**src/rtl/ccs_defs.svh**
```systemverilog
// Purpose: Offsets, field positions, reset values and counts of the CPU clock select block
// Assumes: sys_clk is the main oscillator clock
// Notes:   Register offsets are word indices; byte address is four times the index
`ifndef CCS_DEFS_SVH
`define CCS_DEFS_SVH

// Register indices
`define CCS_IDX_DIV 12'hfb3
`define CCS_IDX_SRC 12'hfb7
`define CCS_IDX_STAT 12'hfb8
`define CCS_IDX_SOS 12'hfcf

// Field positions
`define CCS_SOS_RES_OFF_BIT 0
`define CCS_SOS_HV_BIT 1

// Reset values
`define CCS_DIV_RST 2'h0
`define CCS_SOS_RST 2'h0

// Divider period minus one, in main oscillator cycles
`define CCS_LIM_DIV64 6'h3f
`define CCS_LIM_DIV16 6'h0f
`define CCS_LIM_DIV8 6'h07
`define CCS_LIM_DIV4 6'h03
// Subsystem clock: CPU period of four subsystem edges
`define CCS_LIM_SUB 6'h03

// Stabilization time in main oscillator periods
`define CCS_STAB_SHORT_PERIODS 32768
`define CCS_STAB_LONG_PERIODS 131072
// sys_clk cycles per main oscillator period
`define CCS_CYC_PER_PERIOD 1

`endif

```
**src/rtl/ccs_pkg.sv**
```systemverilog
// Purpose: Types shared by the CPU clock select block
// Assumes: Nothing
// Notes:   Constants live in ccs_defs.svh
package ccs_pkg;

    typedef enum logic {CCS_SRC_MAIN, CCS_SRC_SUB} ccs_src_t;

    typedef enum logic [1:0] {CCS_ST_WAIT, CCS_ST_RUN, CCS_ST_STOP} ccs_state_t;

endpackage

```
**src/rtl/ccs_clk_div.sv**
```systemverilog
// Purpose: CPU clock period counter with a whole-period boundary pulse
// Assumes: limit only changes at a boundary or while cleared
// Notes:   cpu_clk is high for the first half of each period, except the first after clr, which starts one step low
`timescale 1ns/10ps

module ccs_clk_div
(
    input  wire logic       sys_clk,  // Main clock
    input  wire logic       sys_rst,  // Async reset, active high
    input  wire logic       clr,      // Hold counter at zero
    input  wire logic       adv,      // Advance one step
    input  wire logic [5:0] limit,    // Period length minus one
    output logic            bnd,      // Last step of a period
    output logic            cpu_clk   // CPU clock level
);

    logic [5:0] cnt;
    logic [5:0] next_cnt;

    assign bnd = adv && !clr && (cnt == limit);

    always_comb
    begin
        next_cnt = cnt;
        if (clr || bnd)
        begin
            next_cnt = 6'h00;
        end
        else if (adv)
        begin
            next_cnt = cnt + 6'h01;
        end
    end

    always_ff @(posedge sys_clk or posedge sys_rst)
    begin
        if (sys_rst)
        begin
            cnt <= 6'h00;
        end
        else
        begin
            cnt <= next_cnt;
        end
    end

    // Period after a boundary starts high; the first period after clr starts low, its high pulse one step short
    always_ff @(posedge sys_clk or posedge sys_rst)
    begin
        if (sys_rst)
        begin
            cpu_clk <= 1'b0;
        end
        else
        begin
            cpu_clk <= !clr && (next_cnt <= {1'b0, limit[5:1]});
        end
    end

endmodule // ccs_clk_div

```
**src/rtl/ccs_top.sv**
```systemverilog
// Purpose: CPU clock source and divider select, start-up wait, subsystem oscillator control
// Assumes: sys_clk is the main oscillator; stop_mode comes from logic on sys_clk
// Notes:   Registers reached over Avalon-MM, answer one cycle after the request
//
// Implementation choice: the Avalon-MM slave port.
`timescale 1ns/10ps
`include "ccs_defs.svh"

////////////////////////////////////////////////////////////////////////////////
// How it works
// - Software picks main or subsystem oscillator as CPU clock source.
// - Divider code 00,01,10,11 gives main clock divided by 64,16,8,4.
// - Divider control register sits at address 0FB3 hex.
// - After reset wait 2^15 or 2^17 main periods, chosen at build time.
// - In stop mode the main oscillator input pin is not driven.
// - Subsystem control 00 selects low-voltage drive, 10 high-voltage low-current drive.
// - Lower subsystem control bit one switches the feedback resistor off.
// - Reset clears both subsystem control bits.
// - Build option switches the feedback resistor off permanently.
module ccs_top
#(
    parameter bit STAB_LONG_OPT   = 1'b1,  // Long start-up wait
    parameter bit FB_RES_OFF_OPT  = 1'b0,  // Feedback resistor removed
    parameter int STAB_SHORT_CYCLES = `CCS_STAB_SHORT_PERIODS * `CCS_CYC_PER_PERIOD,
    parameter int STAB_LONG_CYCLES  = `CCS_STAB_LONG_PERIODS * `CCS_CYC_PER_PERIOD
)
(
    input  wire logic        sys_clk,            // 20 MHz main clock
    input  wire logic        sys_rst,            // Async reset, active high
    input  wire logic [13:0] avs_address,        // Byte address
    input  wire logic        avs_read,           // Read request
    input  wire logic        avs_write,          // Write request
    input  wire logic [31:0] avs_writedata,      // Write data
    input  wire logic [3:0]  avs_byteenable,     // Byte lanes
    output logic      [31:0] avs_readdata,       // Read data
    output logic             avs_waitrequest,    // Stall
    input  wire logic        stop_mode,          // Stop mode request
    input  wire logic        sub_osc_input_pin,  // Subsystem clock pin
    input  wire logic        main_osc_in,        // Main pin level
    output logic             main_osc_out,       // Main pin drive value
    output logic             main_osc_oe_n,      // Main pin enable, low drives
    output logic             cpu_clk,            // CPU clock level
    output logic             cpu_cycle_pulse,    // End of CPU period
    output logic             cpu_reset,          // CPU held in reset
    output logic             sub_fb_res_en,      // Feedback resistor on
    output logic             sub_osc_hv_mode,    // High-voltage drive
    output logic             active_source       // 1 when on subsystem clock
);

    ccs_pkg::ccs_state_t state;
    ccs_pkg::ccs_src_t   clock_source_select;
    ccs_pkg::ccs_src_t   act_src;
    logic [1:0]  divider_select;
    logic [1:0]  act_div;
    logic [1:0]  subclock_osc_control;
    logic [17:0] stab_cnt;
    logic [17:0] stab_limit;
    logic        ack;
    logic        wr_fire;
    logic        req;
    logic [11:0] idx;
    logic [31:0] next_rdata;
    logic        sub_s1;
    logic        sub_s2;
    logic        sub_s3;
    logic        sub_lvl;
    logic        sub_edge;
    logic        main_s1;
    logic        main_s2;
    logic        main_s3;
    logic        main_lvl;
    logic        run;
    logic        adv;
    logic        bnd;
    logic [5:0]  limit;
    logic [6:0]  gap;

    assign stab_limit = 18'(STAB_LONG_OPT ? STAB_LONG_CYCLES - 1 : STAB_SHORT_CYCLES - 1);
    assign idx        = avs_address[13:2];
    assign req        = avs_read || avs_write;

    ////////////////////////////////////////////////////////////////////////////
    // Avalon slave: one wait cycle, then answer

    assign avs_waitrequest = req && !ack;
    assign wr_fire         = avs_write && ack && avs_byteenable[0];

    always_ff @(posedge sys_clk or posedge sys_rst)
    begin
        if (sys_rst)
        begin
            ack <= 1'b0;
        end
        else
        begin
            ack <= req && !ack;
        end
    end

    always_comb
    begin
        next_rdata = 32'h0000_0000;
        case (idx)
            `CCS_IDX_DIV:  next_rdata[1:0] = divider_select;
            `CCS_IDX_SRC:  next_rdata[0] = clock_source_select;
            `CCS_IDX_SOS:  next_rdata[1:0] = subclock_osc_control;
            `CCS_IDX_STAT:
            begin
                next_rdata[0]   = (state == ccs_pkg::CCS_ST_RUN);
                next_rdata[1]   = act_src;
                next_rdata[3:2] = act_div;
                next_rdata[4]   = (state == ccs_pkg::CCS_ST_STOP);
                next_rdata[5]   = main_lvl;
            end
            default:       next_rdata = 32'h0000_0000;
        endcase
    end

    always_ff @(posedge sys_clk or posedge sys_rst)
    begin
        if (sys_rst)
        begin
            avs_readdata <= 32'h0000_0000;
        end
        else if (avs_read && !ack)
        begin
            avs_readdata <= next_rdata;
        end
    end

    ////////////////////////////////////////////////////////////////////////////
    // Software registers

    always_ff @(posedge sys_clk or posedge sys_rst)
    begin
        if (sys_rst)
        begin
            divider_select <= `CCS_DIV_RST;
        end
        else if (wr_fire && idx == `CCS_IDX_DIV)
        begin
            divider_select <= avs_writedata[1:0];
        end
    end

    always_ff @(posedge sys_clk or posedge sys_rst)
    begin
        if (sys_rst)
        begin
            clock_source_select <= ccs_pkg::CCS_SRC_MAIN;
        end
        else if (wr_fire && idx == `CCS_IDX_SRC)
        begin
            clock_source_select <= ccs_pkg::ccs_src_t'(avs_writedata[0]);
        end
    end

    always_ff @(posedge sys_clk or posedge sys_rst)
    begin
        if (sys_rst)
        begin
            subclock_osc_control <= `CCS_SOS_RST;
        end
        else if (wr_fire && idx == `CCS_IDX_SOS)
        begin
            subclock_osc_control <= avs_writedata[1:0];
        end
    end

    // Oscillator drive controls
    always_ff @(posedge sys_clk or posedge sys_rst)
    begin
        if (sys_rst)
        begin
            sub_fb_res_en   <= 1'b0;
            sub_osc_hv_mode <= 1'b0;
        end
        else
        begin
            sub_fb_res_en   <= !subclock_osc_control[`CCS_SOS_RES_OFF_BIT] && !FB_RES_OFF_OPT;
            sub_osc_hv_mode <= subclock_osc_control[`CCS_SOS_HV_BIT];
        end
    end

    ////////////////////////////////////////////////////////////////////////////
    // Pin synchronisers: a change counts once stages two and three agree

    always_ff @(posedge sys_clk or posedge sys_rst)
    begin
        if (sys_rst)
        begin
            sub_s1   <= 1'b0;
            sub_s2   <= 1'b0;
            sub_s3   <= 1'b0;
            sub_lvl  <= 1'b0;
            sub_edge <= 1'b0;
            main_s1  <= 1'b0;
            main_s2  <= 1'b0;
            main_s3  <= 1'b0;
            main_lvl <= 1'b0;
        end
        else
        begin
            sub_s1   <= sub_osc_input_pin;
            sub_s2   <= sub_s1;
            sub_s3   <= sub_s2;
            sub_edge <= sub_s2 && sub_s3 && !sub_lvl;
            main_s1  <= main_osc_in;
            main_s2  <= main_s1;
            main_s3  <= main_s2;
            if (sub_s2 == sub_s3)
            begin
                sub_lvl <= sub_s2;
            end
            if (main_s2 == main_s3)
            begin
                main_lvl <= main_s2;
            end
        end
    end

    ////////////////////////////////////////////////////////////////////////////
    // Start-up wait and stop mode

    always_ff @(posedge sys_clk or posedge sys_rst)
    begin
        if (sys_rst)
        begin
            state    <= ccs_pkg::CCS_ST_WAIT;
            stab_cnt <= 18'h00000;
        end
        else
        begin
            case (state)
                ccs_pkg::CCS_ST_WAIT:
                begin
                    if (stab_cnt == stab_limit)
                    begin
                        state    <= ccs_pkg::CCS_ST_RUN;
                        stab_cnt <= 18'h00000;
                    end
                    else
                    begin
                        stab_cnt <= stab_cnt + 18'h00001;
                    end
                end
                ccs_pkg::CCS_ST_RUN:
                begin
                    if (stop_mode)
                    begin
                        state <= ccs_pkg::CCS_ST_STOP;
                    end
                end
                ccs_pkg::CCS_ST_STOP:
                begin
                    // Oscillator restarts, so wait again
                    if (!stop_mode)
                    begin
                        state <= ccs_pkg::CCS_ST_WAIT;
                    end
                end
                default:
                begin
                    state    <= ccs_pkg::CCS_ST_WAIT;
                    stab_cnt <= 18'h00000;
                end
            endcase
        end
    end

    always_ff @(posedge sys_clk or posedge sys_rst)
    begin
        if (sys_rst)
        begin
            cpu_reset <= 1'b1;
        end
        else if (state == ccs_pkg::CCS_ST_WAIT && stab_cnt == stab_limit)
        begin
            cpu_reset <= 1'b0;
        end
    end

    // Main pin released in stop mode, bias drive otherwise
    always_ff @(posedge sys_clk or posedge sys_rst)
    begin
        if (sys_rst)
        begin
            main_osc_oe_n <= 1'b1;
            main_osc_out  <= 1'b0;
        end
        else
        begin
            main_osc_oe_n <= stop_mode || state == ccs_pkg::CCS_ST_STOP;
            main_osc_out  <= 1'b0;
        end
    end

    ////////////////////////////////////////////////////////////////////////////
    // CPU clock

    assign run = (state == ccs_pkg::CCS_ST_RUN);
    assign adv = (act_src == ccs_pkg::CCS_SRC_SUB) ? sub_edge : 1'b1;

    always_comb
    begin
        limit = `CCS_LIM_DIV64;
        if (act_src == ccs_pkg::CCS_SRC_SUB)
        begin
            limit = `CCS_LIM_SUB;
        end
        else
        begin
            case (act_div)
                2'h0:    limit = `CCS_LIM_DIV64;
                2'h1:    limit = `CCS_LIM_DIV16;
                2'h2:    limit = `CCS_LIM_DIV8;
                2'h3:    limit = `CCS_LIM_DIV4;
                default: limit = `CCS_LIM_DIV64;
            endcase
        end
    end

    // Selections take effect only between whole CPU periods
    always_ff @(posedge sys_clk or posedge sys_rst)
    begin
        if (sys_rst)
        begin
            act_src <= ccs_pkg::CCS_SRC_MAIN;
            act_div <= `CCS_DIV_RST;
        end
        else if (bnd || !run)
        begin
            act_src <= clock_source_select;
            act_div <= divider_select;
        end
    end

    ccs_clk_div u_div
    (
        .sys_clk (sys_clk),
        .sys_rst (sys_rst),
        .clr     (!run),
        .adv     (adv),
        .limit   (limit),
        .bnd     (bnd),
        .cpu_clk (cpu_clk)
    );

    always_ff @(posedge sys_clk or posedge sys_rst)
    begin
        if (sys_rst)
        begin
            cpu_cycle_pulse <= 1'b0;
            active_source   <= 1'b0;
        end
        else
        begin
            cpu_cycle_pulse <= bnd;
            active_source   <= act_src;
        end
    end

    ////////////////////////////////////////////////////////////////////////////
    // Checks

    // Steps seen in the current period
    always_ff @(posedge sys_clk or posedge sys_rst)
    begin
        if (sys_rst)
        begin
            gap <= 7'h00;
        end
        else if (!run || bnd)
        begin
            gap <= 7'h00;
        end
        else if (adv)
        begin
            gap <= gap + 7'h01;
        end
    end

    AST_DIV_PERIOD: assert property (@(posedge sys_clk) disable iff (sys_rst)
        bnd |-> gap == {1'b0, limit})
        else $error("CPU period length does not match selection");

    AST_DIV_MAP: assert property (@(posedge sys_clk) disable iff (sys_rst)
        act_src == ccs_pkg::CCS_SRC_MAIN && act_div == 2'h1 |-> limit == 6'h0f)
        else $error("Divider code 01 is not divide by 16");

    AST_DIV_WRITE: assert property (@(posedge sys_clk) disable iff (sys_rst)
        avs_write && !avs_waitrequest && avs_byteenable[0] && avs_address == 14'h3ecc
        |=> divider_select == $past(avs_writedata[1:0]))
        else $error("Divider register write at 0FB3 lost");

    AST_SRC_SWITCH: assert property (@(posedge sys_clk) disable iff (sys_rst)
        run && bnd && clock_source_select != act_src |=> act_src == $past(clock_source_select))
        else $error("Source selection not applied at boundary");

    AST_SRC_BOUNDARY: assert property (@(posedge sys_clk) disable iff (sys_rst)
        (act_src != $past(act_src) || act_div != $past(act_div)) |-> ($past(bnd) || !$past(run)))
        else $error("Clock selection changed inside a CPU period");

    AST_STAB_END: assert property (@(posedge sys_clk) disable iff (sys_rst)
        $fell(cpu_reset) |-> $past(stab_cnt) == stab_limit && $past(state) == ccs_pkg::CCS_ST_WAIT)
        else $error("CPU reset released before wait ended");

    AST_STAB_HOLD: assert property (@(posedge sys_clk) disable iff (sys_rst)
        cpu_reset |-> !cpu_cycle_pulse && stab_cnt <= stab_limit)
        else $error("CPU clocked during start-up wait");

    AST_STOP_HIZ: assert property (@(posedge sys_clk) disable iff (sys_rst)
        stop_mode |=> main_osc_oe_n)
        else $error("Main pin driven in stop mode");

    AST_HV_MODE: assert property (@(posedge sys_clk) disable iff (sys_rst)
        subclock_osc_control == 2'h2 |=> sub_osc_hv_mode && (sub_fb_res_en == !FB_RES_OFF_OPT))
        else $error("High-voltage drive setting wrong");

    AST_FB_OFF: assert property (@(posedge sys_clk) disable iff (sys_rst)
        subclock_osc_control[0] |=> !sub_fb_res_en)
        else $error("Feedback resistor still on");

    AST_SOS_RESET: assert property (@(posedge sys_clk) disable iff (sys_rst)
        $past(sys_rst) |-> subclock_osc_control == 2'h0 && !sub_osc_hv_mode)
        else $error("Subsystem control not cleared by reset");

    AST_FB_OPTION: assert property (@(posedge sys_clk) disable iff (sys_rst)
        FB_RES_OFF_OPT |-> !sub_fb_res_en)
        else $error("Feedback resistor on despite build option");

endmodule // ccs_top

```
**config.mk**
```make
export PLATFORM = sky130hd
export DESIGN_NAME = ccs_top
export DESIGN_NICKNAME = d
export VERILOG_FILES = /design/src/rtl/ccs_pkg.sv /design/src/rtl/ccs_clk_div.sv /design/src/rtl/ccs_top.sv
export VERILOG_INCLUDE_DIRS = /design/src /design/src/rtl
export SDC_FILE = /design/constraint.sdc
export NUM_CORES = 1
export LEC_CHECK = 0
export BUFFER_PORTS_ARGS = -buffer_cell sky130_fd_sc_hd__clkbuf_2
export CAP_MARGIN = 20
export CORE_MARGIN = 10
export CORE_UTILIZATION = 50
export CTS_CLUSTER_SIZE = 30
export DETAILED_ROUTE_END_ITERATION = 12
export PLACE_DENSITY = 0.79
export REMOVE_ABC_BUFFERS = 1
export SLEW_MARGIN = 25
export SYNTH_ARGS = -nofsm -noshare
export SYNTH_HDL_FRONTEND = slang
export SYNTH_SLANG_ARGS = --single-unit
```
**constraint.sdc**
```tcl
create_clock -name sys_clk -period 2.8 [get_ports sys_clk]
set_input_delay 0.42 -clock sys_clk [delete_from_list [all_inputs] [get_ports sys_clk]]
set_output_delay 0.42 -clock sys_clk [all_outputs]
set_load 0.03 [all_outputs]
```
==> results.toml <==
[timing]
layout_setup_ws_ns = 0.2272
finalCritPeriodShare_pct = 91.88
totalNegativeSetupSlack_ns = 0
highest_clock_rate_ghz = 0.3887
final.min_clock_period_ns = 2.573
timing.final.hold_violations = 0
slew_headroom_pct = 53.12
final.setup_skew_ns = 0.007393
report.final.slew_viol_count = 0
unrepaired_setup_endpoints_after_global_routing = "false"
setup_viol_count_final = 0
worst-slew-pin-transition_ns = 0.7032

[synthesis]
yosysUniqueCellTypes = 59
number_of_enable_type_register_cells_in_the_synthesized_netlist = 0
netlist_top_cells_area = "sky130_fd_sc_hd__dfrtp_1 46%, sky130_fd_sc_hd__buf_4 6.7%, sky130_fd_sc_hd__ha_1 4.2%"
async_reset_ff_share_pct = 100.0
postSynthCellCount = 291
syn_avg_cell_area_um2 = 10.34
mappedNetlistArea_mm2 = 0.003009
biggest_area_consumer_among_synthesized_cells = "sky130_fd_sc_hd__dfrtp_1"
postSynth.topFlopCell = "sky130_fd_sc_hd__dfrtp_1"
ys_seq_area_share_pct = 47.48
yosys_register_bits = 57
yosys.area.top_type_share_pct = 45.74
yosys_warnings = 0

[layout]
post_route_cells_drive_above_1_share_pct = 24.12
insertedDiodeCount = 0
fillers = 503
sequential_cell_area_mm2 = 0.001429
nNetsFinal = 402
layout.cells.non_filler = 415
final_util_pct = 57.76
multiInputGateArea_mm2 = 0.001393
synthToLayoutAreaGrowth_pct = 12.97

[floorplan]
design.die.area_mm2 = 0.009521
floorplan.die.height_um = 97.58
floorplan.core_area_mm2 = 0.005886
dieWidth_um = 97.58
initial_core_util_pct = 51.13
std_cell_rows = 28
io_pins = 98

[power]
power.density_mw_per_mm2 = 640.3
peak_vdd_ir_mv = 0.3857
p_leak_nw = 1.638
total_power_mw = 2.177

[clock_network]
cts-root-to-sink-buffers = 2
tritoncts.num_buffers = 9
clk_latency_ns = 0.34
cts-root-buf = "sky130_fd_sc_hd__clkbuf_8"
tritoncts = "yes"
cts_post_setup_buffers_inserted = 0
clk_pin_slew_ns = 0.06
cts_num_sinks = 57
cts_hold_buf = 0
post_cts_resize_count = 0
h-tree-depth = 3

[grt]
global_route.overflow_total = 0
pin_count_of_the_biggest_net_entering_global_routing = 58
grt_first_pass_wirelength_um = 10480
grt_util_all_layers_pct = 13.14
antenna_found_initial = 0
first_global_vias = 2157

[route]
route.final.wire_length_um = 6009
wire_per_inst_um = 14.48
drt.antenna.violating_nets = 0
drt_first_pass_iters = 4
number_of_drc_markers_after_the_initial_detailed_route_iteration = 108
post_drt_via_cell_ratio = 5.239
post-route-drc-count = 0
dr_total_vias = 2174

[job]
timing.max_cap.violations = 0

[place]
dp.final_hpwl_um = 4458
placedCellCount = 399
place_congestion = 0.8748
post-place-ws_ns = 0.2107
placement.io_buffers = 35

[critical_path]
setup.worst_path.class = "reg2reg"
timing.critical_path.slowest_cell_delay_ns = 0.44
worst_setup_path_start_kind = "register"
critPathTopFamily = "simple AND/OR/NAND/NOR gates"
crit_path_max_fanout = 5
worst-endpoint-required_ns = 3.03
critPathArrivalTime_ns = 2.80
buf_inv_stages_crit_path = 1
critical_path.most_common_cell = "sky130_fd_sc_hd__nor2_1"
cpMaxStageDelayCell = "sky130_fd_sc_hd__dfrtp_1"
setup.worst_path.end_class = "register"
critical_path.cell_chain = "or3_4, mux2i_1, a41o_1, buf_4, nor2_1, ha_1, o21ai_0, nor2_1, nor3_2, nor2b_1, o22a_1"

[worst_hold_path]
hold_path_class = "in2reg"

[run_status]
run_status = "complete, no violations"
## metrics by stage
step                instance area (um2)  hold WS (ns)
finish                             3400        0.1906
global route                       3400        0.1643
CTS                                3395        0.1719
detailed placement                 3183        0.3347
global placement                   3183        0.3321
floorplan                          2869        0.3312
## flip-flops by register name (all words and copies together), names as in the netlist, 2 cells and up
signal,count
stab_cnt,18
divider_select,2
u_div.cnt,6
avs_readdata,6
act_div,2
state,2
subclock_osc_control,2
## path summary, 6_finish.rpt
path                            slack (ns)           endpoint        start  cells past startpoint
worst max-delay path                  0.23      u_div.cpu_clk   act_div[0]                     11
max in group asynchronous             2.08  divider_select[1]      sys_rst                      3
min in group asynchronous             0.26             sub_s3      sys_rst                      3
worst max register to register        0.23      u_div.cpu_clk   act_div[0]                     11
worst min register to register        0.35             sub_s2       sub_s1                      0
worst min-delay path                  0.19            main_s1  main_osc_in                      1
## cell usage in the layout (no fill, tap or decap), types with 4 or more instances in the layout
| cell | n |
|---|---|
| sky130_fd_sc_hd__or2_2 | 4 |
| sky130_fd_sc_hd__clkbuf_2 | 35 |
| sky130_fd_sc_hd__nand4_1 | 9 |
| sky130_fd_sc_hd__a21oi_1 | 6 |
| sky130_fd_sc_hd__nand3_1 | 12 |
| sky130_fd_sc_hd__nor2_1 | 24 |
| sky130_fd_sc_hd__dfrtp_1 | 55 |
| sky130_fd_sc_hd__clkbuf_8 | 9 |
| sky130_fd_sc_hd__a22o_1 | 4 |
| sky130_fd_sc_hd__conb_1 | 27 |
| sky130_fd_sc_hd__xor2_1 | 10 |
| sky130_fd_sc_hd__ha_1 | 10 |
| sky130_fd_sc_hd__mux2_4 | 4 |
| sky130_fd_sc_hd__mux2_2 | 4 |
| sky130_fd_sc_hd__nand2_1 | 23 |
| sky130_fd_sc_hd__buf_4 | 6 |
| sky130_fd_sc_hd__o21ai_0 | 12 |
| sky130_fd_sc_hd__nand2b_1 | 4 |
| sky130_fd_sc_hd__inv_1 | 13 |
| sky130_fd_sc_hd__xnor2_1 | 5 |
## power breakdown
group          internal [mW]  total [mW]  switching [mW]  leakage (nW)
clock network          0.499       0.820           0.320        0.0995
logic                  0.138       0.408           0.270         0.784
registers              0.890       0.950          0.0596         0.754
total                   1.53        2.18           0.650          1.64
## synthesized netlist by cell type, types with 2 or more instances
master,instances
sky130_fd_sc_hd__nand2_1,23
sky130_fd_sc_hd__dfrtp_1,55
sky130_fd_sc_hd__nor4_1,2
sky130_fd_sc_hd__nor2_1,24
sky130_fd_sc_hd__inv_1,14
sky130_fd_sc_hd__nand4_1,9
sky130_fd_sc_hd__o22a_1,2
sky130_fd_sc_hd__or2_2,4
sky130_fd_sc_hd__mux2_4,4
sky130_fd_sc_hd__or4_1,2
sky130_fd_sc_hd__xor2_1,10
sky130_fd_sc_hd__mux2_2,4
sky130_fd_sc_hd__buf_4,27
sky130_fd_sc_hd__o22ai_1,3
sky130_fd_sc_hd__xnor2_1,5
sky130_fd_sc_hd__a21oi_1,6
sky130_fd_sc_hd__and3_1,3
sky130_fd_sc_hd__nor2b_1,3
sky130_fd_sc_hd__o21ai_0,12
sky130_fd_sc_hd__dfstp_2,2
sky130_fd_sc_hd__nor3b_1,2
sky130_fd_sc_hd__a32o_1,2
sky130_fd_sc_hd__a31oi_1,2
sky130_fd_sc_hd__nand2b_1,4
sky130_fd_sc_hd__mux2i_1,3
sky130_fd_sc_hd__nor3_1,4
sky130_fd_sc_hd__a22o_1,4
sky130_fd_sc_hd__ha_1,10
sky130_fd_sc_hd__clkbuf_1,5
sky130_fd_sc_hd__nand3_1,12
## worst register-to-register path: cells and delay by family (launching register included)
family / cells / cell delay, ns
AO/OA/AOI/OAI: 3 / 0.58
buffers and inverters: 1 / 0.16
multiplexers: 1 / 0.22
AND/OR/NAND/NOR: 5 / 0.75
flip-flops: 1 / 0.44
adder cells (fa/ha/maj): 1 / 0.30
## area by class of cell
type | count | area share (%)
flip-flops and latches | 57 | 42.03
multi-input cells | 212 | 40.96
repair buffers | 41 | 6.478
clock buffers | 11 | 3.865
well taps | 75 | 2.760
clock inverters | 5 | 2.356
inverters | 14 | 1.546
## kinds of logic (layout without fill, tap and decap cells)
group           after synthesis  count (layout)  synth area share, %
other cells                   1              27               0.1246
fa+ha+maj                    11              11                4.491
simple gates                107             107                20.21
compound gates               41              41                9.190
mux                          11              11                4.491
buf+inv                      48              71                9.646
xor+xnor                     15              15                4.366
flops                        57              57                47.48
## per-layer routing
layer  share of wire, %  vias to the layer above  track usage (%)
met4                1.4                        0            4.362
met3                6.6                        9            5.903
li1                   -                     1047                -
met2                 49                       49            21.15
met1                 43                     1069            15.15
met5                  0                        -                0
Note: power is estimated with default switching activity, not from simulation.
